File: config.mk
export PLATFORM = sky130hd
export DESIGN_NAME = amd_decode
export DESIGN_NICKNAME = d
export VERILOG_FILES = /design/src/amd_decode.v /design/src/amd_mode_table.v
export VERILOG_INCLUDE_DIRS = /design/src
export SDC_FILE = /design/constraint.sdc
export NUM_CORES = 1
export LEC_CHECK = 0
export ABC_CLOCK_PERIOD_IN_PS = 1860
export BUFFER_PORTS_ARGS = -buffer_cell sky130_fd_sc_hd__buf_2
export CAP_MARGIN = 20
export CORE_MARGIN = 4
export CORE_UTILIZATION = 47
export DETAILED_ROUTE_END_ITERATION = 6
export GPL_TIMING_DRIVEN = 0
export HOLD_SLACK_MARGIN = 0.12
export PLACE_DENSITY = 0.9
export SLEW_MARGIN = 30
export SYNTH_ARGS = -nofsm -noshare
export SYNTH_HDL_FRONTEND = slang
export SYNTH_SLANG_ARGS = --single-unit
File: constraint.sdc
create_clock -name mclk -period 1.86 [get_ports mclk]
set_input_delay 0.093 -clock mclk [delete_from_list [all_inputs] [get_ports mclk]]
set_output_delay 0.093 -clock mclk [all_outputs]
set_load 0.02 [all_outputs]
File: src/amd_consts.vh
// Constants for the addressing mode decoder
`ifndef AMD_CONSTS_VH
`define AMD_CONSTS_VH

// ------------------------------------------------------------
// Addressing classes (seven)
// ------------------------------------------------------------
`define AMD_CLS_INHERENT 3'h0
`define AMD_CLS_IMMEDIATE 3'h1
`define AMD_CLS_DIRECT 3'h2
`define AMD_CLS_INDEXED 3'h3
`define AMD_CLS_INDIRECT 3'h4
`define AMD_CLS_RELATIVE 3'h5
`define AMD_CLS_BITOP 3'h6

// ------------------------------------------------------------
// Addressing modes (seventeen)
// ------------------------------------------------------------
`define AMD_M_INH 5'h00
`define AMD_M_IMM 5'h01
`define AMD_M_SDIR 5'h02
`define AMD_M_LDIR 5'h03
`define AMD_M_NOIDX 5'h04
`define AMD_M_SIDX 5'h05
`define AMD_M_LIDX 5'h06
`define AMD_M_SIND 5'h07
`define AMD_M_LIND 5'h08
`define AMD_M_SINDX 5'h09
`define AMD_M_LINDX 5'h0a
`define AMD_M_REL 5'h0b
`define AMD_M_SINDREL 5'h0c
`define AMD_M_LINDREL 5'h0d
`define AMD_M_BITDIR 5'h0e
`define AMD_M_BITIND 5'h0f
`define AMD_M_BITREL 5'h10
`define AMD_MODE_COUNT 5'h11

// ------------------------------------------------------------
// Address ranges
// ------------------------------------------------------------
`define AMD_PAGE0_LAST 16'h00ff
`define AMD_PAGE0IDX_LAST 16'h01fe
`define AMD_FULL_LAST 16'hffff

// ------------------------------------------------------------
// Extra bytes and pointer sizes
// ------------------------------------------------------------
`define AMD_BYTES_W 2
`define AMD_PTR_NONE 2'h0
`define AMD_PTR_BYTE 2'h1
`define AMD_PTR_WORD 2'h2

// ------------------------------------------------------------
// Operation kinds
// ------------------------------------------------------------
`define AMD_OP_OTHER 4'h0
`define AMD_OP_CLEAR 4'h1
`define AMD_OP_COMPL 4'h2
`define AMD_OP_NEG 4'h3
`define AMD_OP_BSET 4'h4
`define AMD_OP_BCLR 4'h5
`define AMD_OP_TJ1 4'h6
`define AMD_OP_TJ0 4'h7
`define AMD_OP_ADD1 4'h8
`define AMD_OP_SUB1 4'h9
`define AMD_OP_RLC 4'ha
`define AMD_OP_RRC 4'hb
`define AMD_OP_SLL 4'hc
`define AMD_OP_SRL 4'hd
`define AMD_OP_SRA 4'he
`define AMD_OP_SWAP 4'hf

`endif

File: src/amd_decode.v
// Registered addressing mode decoder between fetch and address generation
//
// How it works
// - Seventeen mode codes map onto seven addressing classes.
// - Long submodes except long indirect relative reach the whole 64 Kbyte space; long direct and indexed use more bytes.
// - Short submodes reach page zero, or up to 01fe when indexed, and never use more bytes.
// - Read-modify-write memory operations refuse every long addressing form.
// - No-offset indexed adds zero bytes with X, one with Y.
`include "amd_consts.vh"

module amd_decode (
	input wire mclk, // Core clock
	input wire nrst, // Synchronous reset, active low
	input wire req_valid, // Fetch offers a decoded mode
	input wire [4:0] req_mode, // Addressing mode code
	input wire req_use_y, // Second index register selected
	input wire [3:0] req_op, // Operation kind
	output reg dec_valid, // High one cycle after each request, answer ready
	output reg [2:0] dec_class, // Addressing class
	output reg [15:0] dec_range_last, // Highest reachable address
	output reg [1:0] dec_extra_bytes, // Extra instruction bytes
	output reg [1:0] dec_ptr_size, // Pointer size, none/byte/word
	output reg dec_long, // Long submode flag
	output reg dec_ptr_page0, // Pointer fetched from page zero
	output reg dec_illegal // Unknown mode or forbidden long form
);

	// ------------------------------------------------------------
	// Helpers
	// ------------------------------------------------------------
	// True for operations that read, change and write memory
	function is_rmw;
		input [3:0] op;
		begin
			is_rmw = (op != `AMD_OP_OTHER);
		end
	endfunction

	// ------------------------------------------------------------
	// Table lookup
	// ------------------------------------------------------------
	wire [2:0] t_class;
	wire [15:0] t_range;
	wire [1:0] t_bytes;
	wire [1:0] t_ptr;
	wire t_long;
	wire t_known;

	amd_mode_table amd_mode_table_inst (
		.mode(req_mode),
		.use_y(req_use_y),
		.mode_class(t_class),
		.range_last(t_range),
		.extra_bytes(t_bytes),
		.ptr_size(t_ptr),
		.is_long(t_long),
		.known(t_known)
	);

	// ------------------------------------------------------------
	// Legality
	// ------------------------------------------------------------
	// unknown mode, or rmw op on a long form, refused
	wire next_illegal = !t_known || (is_rmw(req_op) && t_long);

	// ------------------------------------------------------------
	// Output registers
	// ------------------------------------------------------------
	// Answer one cycle after the request; refused forms zero the
	// range so address generation never starts a stray access
	always @(posedge mclk) begin
		if (!nrst) begin
			dec_valid <= 1'b0;
			dec_class <= `AMD_CLS_INHERENT;
			dec_range_last <= 16'h0000;
			dec_extra_bytes <= 2'h0;
			dec_ptr_size <= `AMD_PTR_NONE;
			dec_long <= 1'b0;
			dec_ptr_page0 <= 1'b0;
			dec_illegal <= 1'b0;
		end else begin
			dec_valid <= req_valid;
			if (req_valid) begin
				dec_class <= t_class;
				dec_range_last <= next_illegal ? 16'h0000 : t_range;
				dec_extra_bytes <= t_bytes;
				dec_ptr_size <= t_ptr;
				dec_long <= t_long;
				dec_ptr_page0 <= (t_ptr != `AMD_PTR_NONE);
				dec_illegal <= next_illegal;
			end
		end
	end

endmodule // amd_decode

File: src/amd_mode_table.v
// Combinational table: mode to class, range, extra bytes, pointer
`include "amd_consts.vh"

module amd_mode_table (
	input wire [4:0] mode, // Addressing mode code
	input wire use_y, // Second index register chosen
	output reg [2:0] mode_class, // One of seven classes
	output reg [15:0] range_last, // Highest reachable address
	output reg [`AMD_BYTES_W-1:0] extra_bytes, // Operand bytes after opcode
	output reg [1:0] ptr_size, // Pointer size for indirect forms
	output reg is_long, // Long submode
	output reg known // Mode code is one of seventeen
);

	// ------------------------------------------------------------
	// Decode table
	// ------------------------------------------------------------
	// Defaults cover inherent; each case overrides what differs
	always @* begin
		mode_class = `AMD_CLS_INHERENT;
		range_last = 16'h0000;
		extra_bytes = 2'h0;
		ptr_size = `AMD_PTR_NONE;
		is_long = 1'b0;
		known = 1'b1;
		case (mode)
			`AMD_M_INH: begin
				mode_class = `AMD_CLS_INHERENT;
			end
			`AMD_M_IMM: begin
				mode_class = `AMD_CLS_IMMEDIATE;
				extra_bytes = 2'h1;
			end
			`AMD_M_SDIR: begin
				mode_class = `AMD_CLS_DIRECT;
				range_last = `AMD_PAGE0_LAST;
				extra_bytes = 2'h1;
			end
			`AMD_M_LDIR: begin
				mode_class = `AMD_CLS_DIRECT;
				range_last = `AMD_FULL_LAST;
				extra_bytes = 2'h2;
				is_long = 1'b1;
			end
			`AMD_M_NOIDX: begin
				mode_class = `AMD_CLS_INDEXED;
				range_last = `AMD_PAGE0_LAST;
				extra_bytes = use_y ? 2'h1 : 2'h0;
			end
			`AMD_M_SIDX: begin
				mode_class = `AMD_CLS_INDEXED;
				range_last = `AMD_PAGE0IDX_LAST;
				extra_bytes = 2'h1;
			end
			`AMD_M_LIDX: begin
				mode_class = `AMD_CLS_INDEXED;
				range_last = `AMD_FULL_LAST;
				extra_bytes = 2'h2;
				is_long = 1'b1;
			end
			`AMD_M_SIND: begin
				mode_class = `AMD_CLS_INDIRECT;
				range_last = `AMD_PAGE0_LAST;
				extra_bytes = 2'h2;
				ptr_size = `AMD_PTR_BYTE;
			end
			`AMD_M_LIND: begin
				mode_class = `AMD_CLS_INDIRECT;
				range_last = `AMD_FULL_LAST;
				extra_bytes = 2'h2;
				ptr_size = `AMD_PTR_WORD;
				is_long = 1'b1;
			end
			`AMD_M_SINDX: begin
				mode_class = `AMD_CLS_INDIRECT;
				range_last = `AMD_PAGE0IDX_LAST;
				extra_bytes = 2'h2;
				ptr_size = `AMD_PTR_BYTE;
			end
			`AMD_M_LINDX: begin
				mode_class = `AMD_CLS_INDIRECT;
				range_last = `AMD_FULL_LAST;
				extra_bytes = 2'h2;
				ptr_size = `AMD_PTR_WORD;
				is_long = 1'b1;
			end
			`AMD_M_REL: begin
				mode_class = `AMD_CLS_RELATIVE;
				extra_bytes = 2'h1;
			end
			`AMD_M_SINDREL: begin
				mode_class = `AMD_CLS_RELATIVE;
				range_last = `AMD_PAGE0_LAST;
				extra_bytes = 2'h2;
				ptr_size = `AMD_PTR_BYTE;
			end
			`AMD_M_LINDREL: begin
				mode_class = `AMD_CLS_RELATIVE;
				range_last = `AMD_PAGE0_LAST;
				extra_bytes = 2'h2;
				ptr_size = `AMD_PTR_WORD;
				is_long = 1'b1;
			end
			// Bit forms always target page zero
			`AMD_M_BITDIR: begin
				mode_class = `AMD_CLS_BITOP;
				range_last = `AMD_PAGE0_LAST;
				extra_bytes = 2'h1;
			end
			`AMD_M_BITIND: begin
				mode_class = `AMD_CLS_BITOP;
				range_last = `AMD_PAGE0_LAST;
				extra_bytes = 2'h2;
				ptr_size = `AMD_PTR_BYTE;
			end
			`AMD_M_BITREL: begin
				mode_class = `AMD_CLS_BITOP;
				range_last = `AMD_PAGE0_LAST;
				extra_bytes = 2'h2;
			end
			default: begin
				known = 1'b0;
			end
		endcase
	end

endmodule // amd_mode_table
Yosys cells after proc, flatten, opt, wreduce, memory -nomap -nowiden

Cells that the tools add are included.

Equality and inequality tests: 16
Mux-type cells: 8
Reduce and logical (&&, ||, !) cells: 20

Operator list:

| kind                                           | number |
|---|---|
| one-hot mux 16 bit (3 select lines)            | 1 |
| == test 5 x 4 -> 1 bit (second input constant) | 8 |
| == test 5 x 3 -> 1 bit (second input constant) | 4 |
| one-hot mux 3 bit (6 select lines)             | 1 |
| OR reduction 17 bit                            | 1 |
| 2-to-1 mux 16 bit                              | 1 |
| OR reduction 3 bit                             | 4 |
| OR reduction 4 bit                             | 3 |
| == test 5 x 2 -> 1 bit (second input constant) | 2 |
| OR reduction 10 bit                            | 1 |
| OR reduction 5 bit                             | 2 |
| OR reduction 8 bit                             | 1 |
| one-hot mux 2 bit (3 select lines)             | 1 |
| == test 5 x 1 -> 1 bit (second input constant) | 1 |
| == test 5 bit (second input constant)          | 1 |
| zero test 5 bit                                | 1 |
| one-hot mux 2 bit (2 select lines)             | 1 |
| nonzero test 4 bit                             | 1 |
| OR reduction 2 bit                             | 2 |
| 2-to-1 mux 1 bit                               | 3 |
| nonzero test 2 bit                             | 1 |
| logical AND 1 bit                              | 1 |
| zero test 1 bit                                | 1 |
| logical OR 1 bit                               | 1 |

Bits in registers: 27
Input bits: 13
Output and inout bits: 27
Logic and storage cells: 52

Longest topological paths before layout

Word-level depth: 6
Depth in mapped cells: 7
Mapped depth without buffers: 5

Cells and area by module

From an unflattened synthesis, not the netlist that was laid out.

Cells, all modules: 189
Area total of the unflattened synthesis: 1,636.6 um^2

Modules (own cells, without submodules):

| module         | instances | cells each | area an instance (um^2) | seq. area each (um^2) |
|---|---|---|---|---|
| amd_decode     | 1         | 114        | 1,178.6                 | 540.5 |
| amd_mode_table | 1         | 75         | 457.9                   | 0.0 |

Least setup slack after synthesis

OpenSTA, ideal clock, no wires.

Path kind: input port to flip-flop
Start: input port req_mode[2]
End: register dec_range_last[0]
Setup time: 0.060 ns
Data arrival time: 1.319 ns
Data required time: 1.800 ns
Slack: 0.480 ns
Stages on the path: 6
Buffers on the path: 1
Path through: buf_2 -> nor4bb_1 -> or4_1 -> and2_1 -> a21oi_1 -> a32o_1

Longest elaborated chain between the ends: 6
Elaborated cells on any way between the ends: 29
Classes of those cells: eq/ne: 16; mux: 4; reduce/logical: 9

Ends and longest elaborated chain:

| element                                                                           | line                | RTL |
|---|---|---|
| start: declaration                                                                | amd_decode.v:15     | `input wire [4:0] req_mode,` |
| == test 5 x 1 -> 1 bit (tied with other cells)                                    | amd_mode_table.v:26 | `case (mode)` |
| OR reduction 17 bit (no source line) / OR reduction 5 bit (equally long branches) | -                   |  |
| 2-to-1 mux 1 bit                                                                  | amd_mode_table.v:26 |  |
| zero test 1 bit / logical AND 1 bit (equally long branches)                       | amd_decode.v:64     | `wire next_illegal = !t_known \|\| (is_rmw(req_op) && t_long);` |
| logical OR 1 bit                                                                  | amd_decode.v:64     |  |
| 2-to-1 mux 16 bit (*)                                                             | amd_decode.v:85     | `dec_range_last <= next_illegal ? 16'h0000 : t_range;` |
| end signal: assignment                                                            | amd_decode.v:85     |  |
| end: declaration                                                                  | amd_decode.v:20     | `output reg [15:0] dec_range_last,` |

Mark *: on every way between the ends. The rest lies on a longest branch, timed or not.
A chain may end at the register's enable or synchronous reset.

Worst setup path after layout

Start: input port req_mode[1]
End: register dec_range_last[0]

The elaborated chain is that of the path after synthesis.

==> results.md <==
- Crit path kind: primary input to flip-flop
- Final hold vios: 0
- Setup TNS: 0 ns
- Routed len/inst: 11.9 um
- Period utilization: 0.708
- Max FO, Critical Path: 10
- Vias in the first global route: between 900 and 1,000
- #FFs+latches synth: 15
- CTS buffer count: 3
- Slew Limit Headroom: 0.705
- CTS resizes: 0
- Routed via count: 1,049
- Max-Cap Viols: 0
- Largest net degree at the start of global routing: 11
- # diodes: 0
- Initial antenna violation count: 0
- Post-synth ARST share: 0
- Final hold slack: around 0.3 ns
- Total global-route track usage: 0.182
- Fillers: approximately 190
- Via-per-instance ratio: 5.30
- Hold Crit Class: primary input to flip-flop
- Total die area: around 3000 sq um
- DP HPWL: 1900 um
- Iter 0 DRT Violations: 31
- Layout Nets: roughly 190
- Synth Cell Area: between 900 and 1000 sq um
- Clk_lat worst skew: around 0.28 ns
- Yosys warns: 0
- Clk root buf: clkbuf_4
- Area delta synth->final: 25.8%
- RSZ-0062 raised after global routing: false
- CP Launch Type: primary input
- Die width: ~54 um
- Total gr overflow: 0
- Final Max Slew Viols: 0
- Skew final: 0 ns
- Die span in y: approximately 54 um
- Syn nets: between 100 and 150
- Post-CTS setup buffers: 0
- Htree depth: 1
- Std-Cell Rows: 16
- GPL Wtd Cong: 0.832
- DRT Wirelength: 2360 um
- P_leak: between 0.0006 and 0.0007 uW
- Worst-Margin Slew: between 0.4 and 0.5 ns
- Initial core utilization: 0.502
- Global-route wire length before repair: approximately 3800 um
- Minimum clock period: around 1.3 ns
- Seq/Total Area, Yosys: 0.302
- CP Capture Type: flip-flop
- Setup Viol. Count Final: 0
- CTS tree: done
- Clock-pin transition on the worst setup and hold timing paths: 0.10 ns
- Share of cells above drive strength 1: 0.339
- Area of the core: 1980 sq um
- Clock buffer depth: 2
- DRT Pass-1 Iters: 4
- Status: finished, final reports clean
- Gate Count Post-Synth: about 130
- Fmax: roughly 0.76 GHz
- Sink Count: 15
- Critical path arrival: ~1.6 ns
- Number of remaining DRC errors: 0
- Multi-input logic area: 542 sq um
- Mapped Avg Cell Area: around 7.7 sq um
- IO Port Bufs: 37
- EDFF count, synth: 0
- Critical Path RT: 2.11 ns
- Register area: 300 sq um
- Post-Route Utilization: 0.631
- VDD IR max: 0.315 mV
- Ys flop type: dfxtp_1
- Post-DRT Antenna Nets: 0
- I/O Pins: 40
- Tot Pwr: about 750 uW
- Power Density: about 600 nW/um^2
- Distinct cells, synth: 37
## cell type report
class | instances | area share
clock buffers | 3 | 0.0180
repair buffers | 38 | 0.156
clock inverters | 1 | 0.00400
inverters | 4 | 0.0120
multi-input cells | 87 | 0.433
flip-flops and latches | 15 | 0.240
plain buffers | 23 | 0.110
well taps | 27 | 0.0270
## stage by stage
stage / setup slack [ns] / std cells / instance area, sq um
5_1_grt: 0.437 / 198 / 1250
2_1_floorplan: 0.480 / 129 / 995
3_3_place_gp: 0.265 / 193 / 1210
3_5_place_dp: 0.250 / 193 / 1210
6_report: 0.542 / 198 / 1250
4_1_cts: 0.553 / 198 / 1250
## registers in the layout (all words and copies together), names as in the netlist
signal / cells
dec_illegal: 1
dec_range_last: 4
dec_extra_bytes: 2
dec_class: 3
dec_ptr_size: 2
dec_valid: 1
dec_long: 1
dec_ptr_page0: 1
## where the power goes
group | switching (uW) | internal (uW) | total, uW | leakage (uW)
sequential | 9.53 | 337 | 347 | 0.000123
combinational | 123 | 89.5 | 213 | 0.000474
clock | 113 | 80.0 | 193 | 0.0000177
total | 246 | 507 | 753 | 0.000614
## cell usage after synthesis (2+ instances only)
cell type	n	area, sq um
nand2b_1	4	25.0
o21ai_0	12	60.1
nor2_1	8	30.0
nor3b_1	2	15.0
xor2_1	2	17.5
a21o_1	2	15.0
o22ai_1	2	12.5
and2_1	4	25.0
nand3_1	3	15.0
nor2b_1	8	50.1
o221a_2	2	22.5
o31ai_1	2	15.0
inv_1	4	15.0
dfxtp_1	15	300
clkbuf_1	7	26.3
a22oi_1	2	15.0
nor4bb_1	2	20.0
buf_2	2	10.0
nand2_1	7	26.3
buf_4	13	97.6
a21oi_1	7	35.0
nand3b_1	4	30.0
## metal layers
metal | vias to the layer above | global-route usage | routed length (um)
met5 | - | 0 | 0
met4 | 0 | 0.0788 | 22
met3 | 3 | 0.0360 | 176
met2 | 37 | 0.323 | 1140
met1 | 482 | 0.208 | 1020
li1 | 527 | - | -
## layout by cell type (no fill, tap or decap), types with 2 or more instances in the layout
master    instances
a21o_1            2
a21oi_1           7
a22oi_1           2
and2_1            4
buf_2            39
buf_4            13
clkbuf_1          7
clkbuf_4          3
dfxtp_1          15
inv_1             4
nand2_1           7
nand2b_1          4
nand3_1           3
nand3b_1          4
nor2_1            8
nor2b_1           8
nor3b_1           2
nor4bb_1          2
o21ai_0          12
o221a_2           2
o22ai_1           2
o31ai_1           2
xor2_1            2
## worst paths after layout
| kind | from | to | slack [ns] | cells past startpoint |
|---|---|---|---|---|
| setup / recovery | req_mode[1] | dec_range_last[0]$_SDFFE_PN0P_ | 0.54 | 7 |
| hold reg to reg | dec_range_last[8]$_SDFFE_PN0P_ | dec_range_last[8]$_SDFFE_PN0P_ | 0.46 | 2 |
| setup reg to reg | dec_range_last[14]$_SDFFE_PN0P_ | dec_range_last[14]$_SDFFE_PN0P_ | 1.01 | 3 |
| hold / removal | req_valid | dec_valid$_SDFF_PN0_ | 0.29 | 3 |
## kinds of logic after synthesis
| kind of cell | count (synthesis) | synth area share |
|---|---|---|
| and+or+nand+nor | 47 | 0.273 |
| AOI/OAI and AO/OA | 36 | 0.235 |
| buffers and inverters | 27 | 0.153 |
| DFF | 15 | 0.302 |
| xor gates and xnor gates | 3 | 0.0264 |
| muxes | 1 | 0.0101 |
## worst max-delay path, stage by stage
cell and delay (ns):
buf_2 0.09, buf_2 0.19, and4b_1 0.20, or4_1 0.44
and2_1 0.19, a21oi_1 0.17, a32o_1 0.18
## what timing repair did
action | 4_1_cts | 5_1_grt
hold endpoints to repair | 2 | 0
setup endpoints to repair | 0 | 0
hold buffers | 1 | 0
No activity file was read; power rests on OpenSTA's default activity.
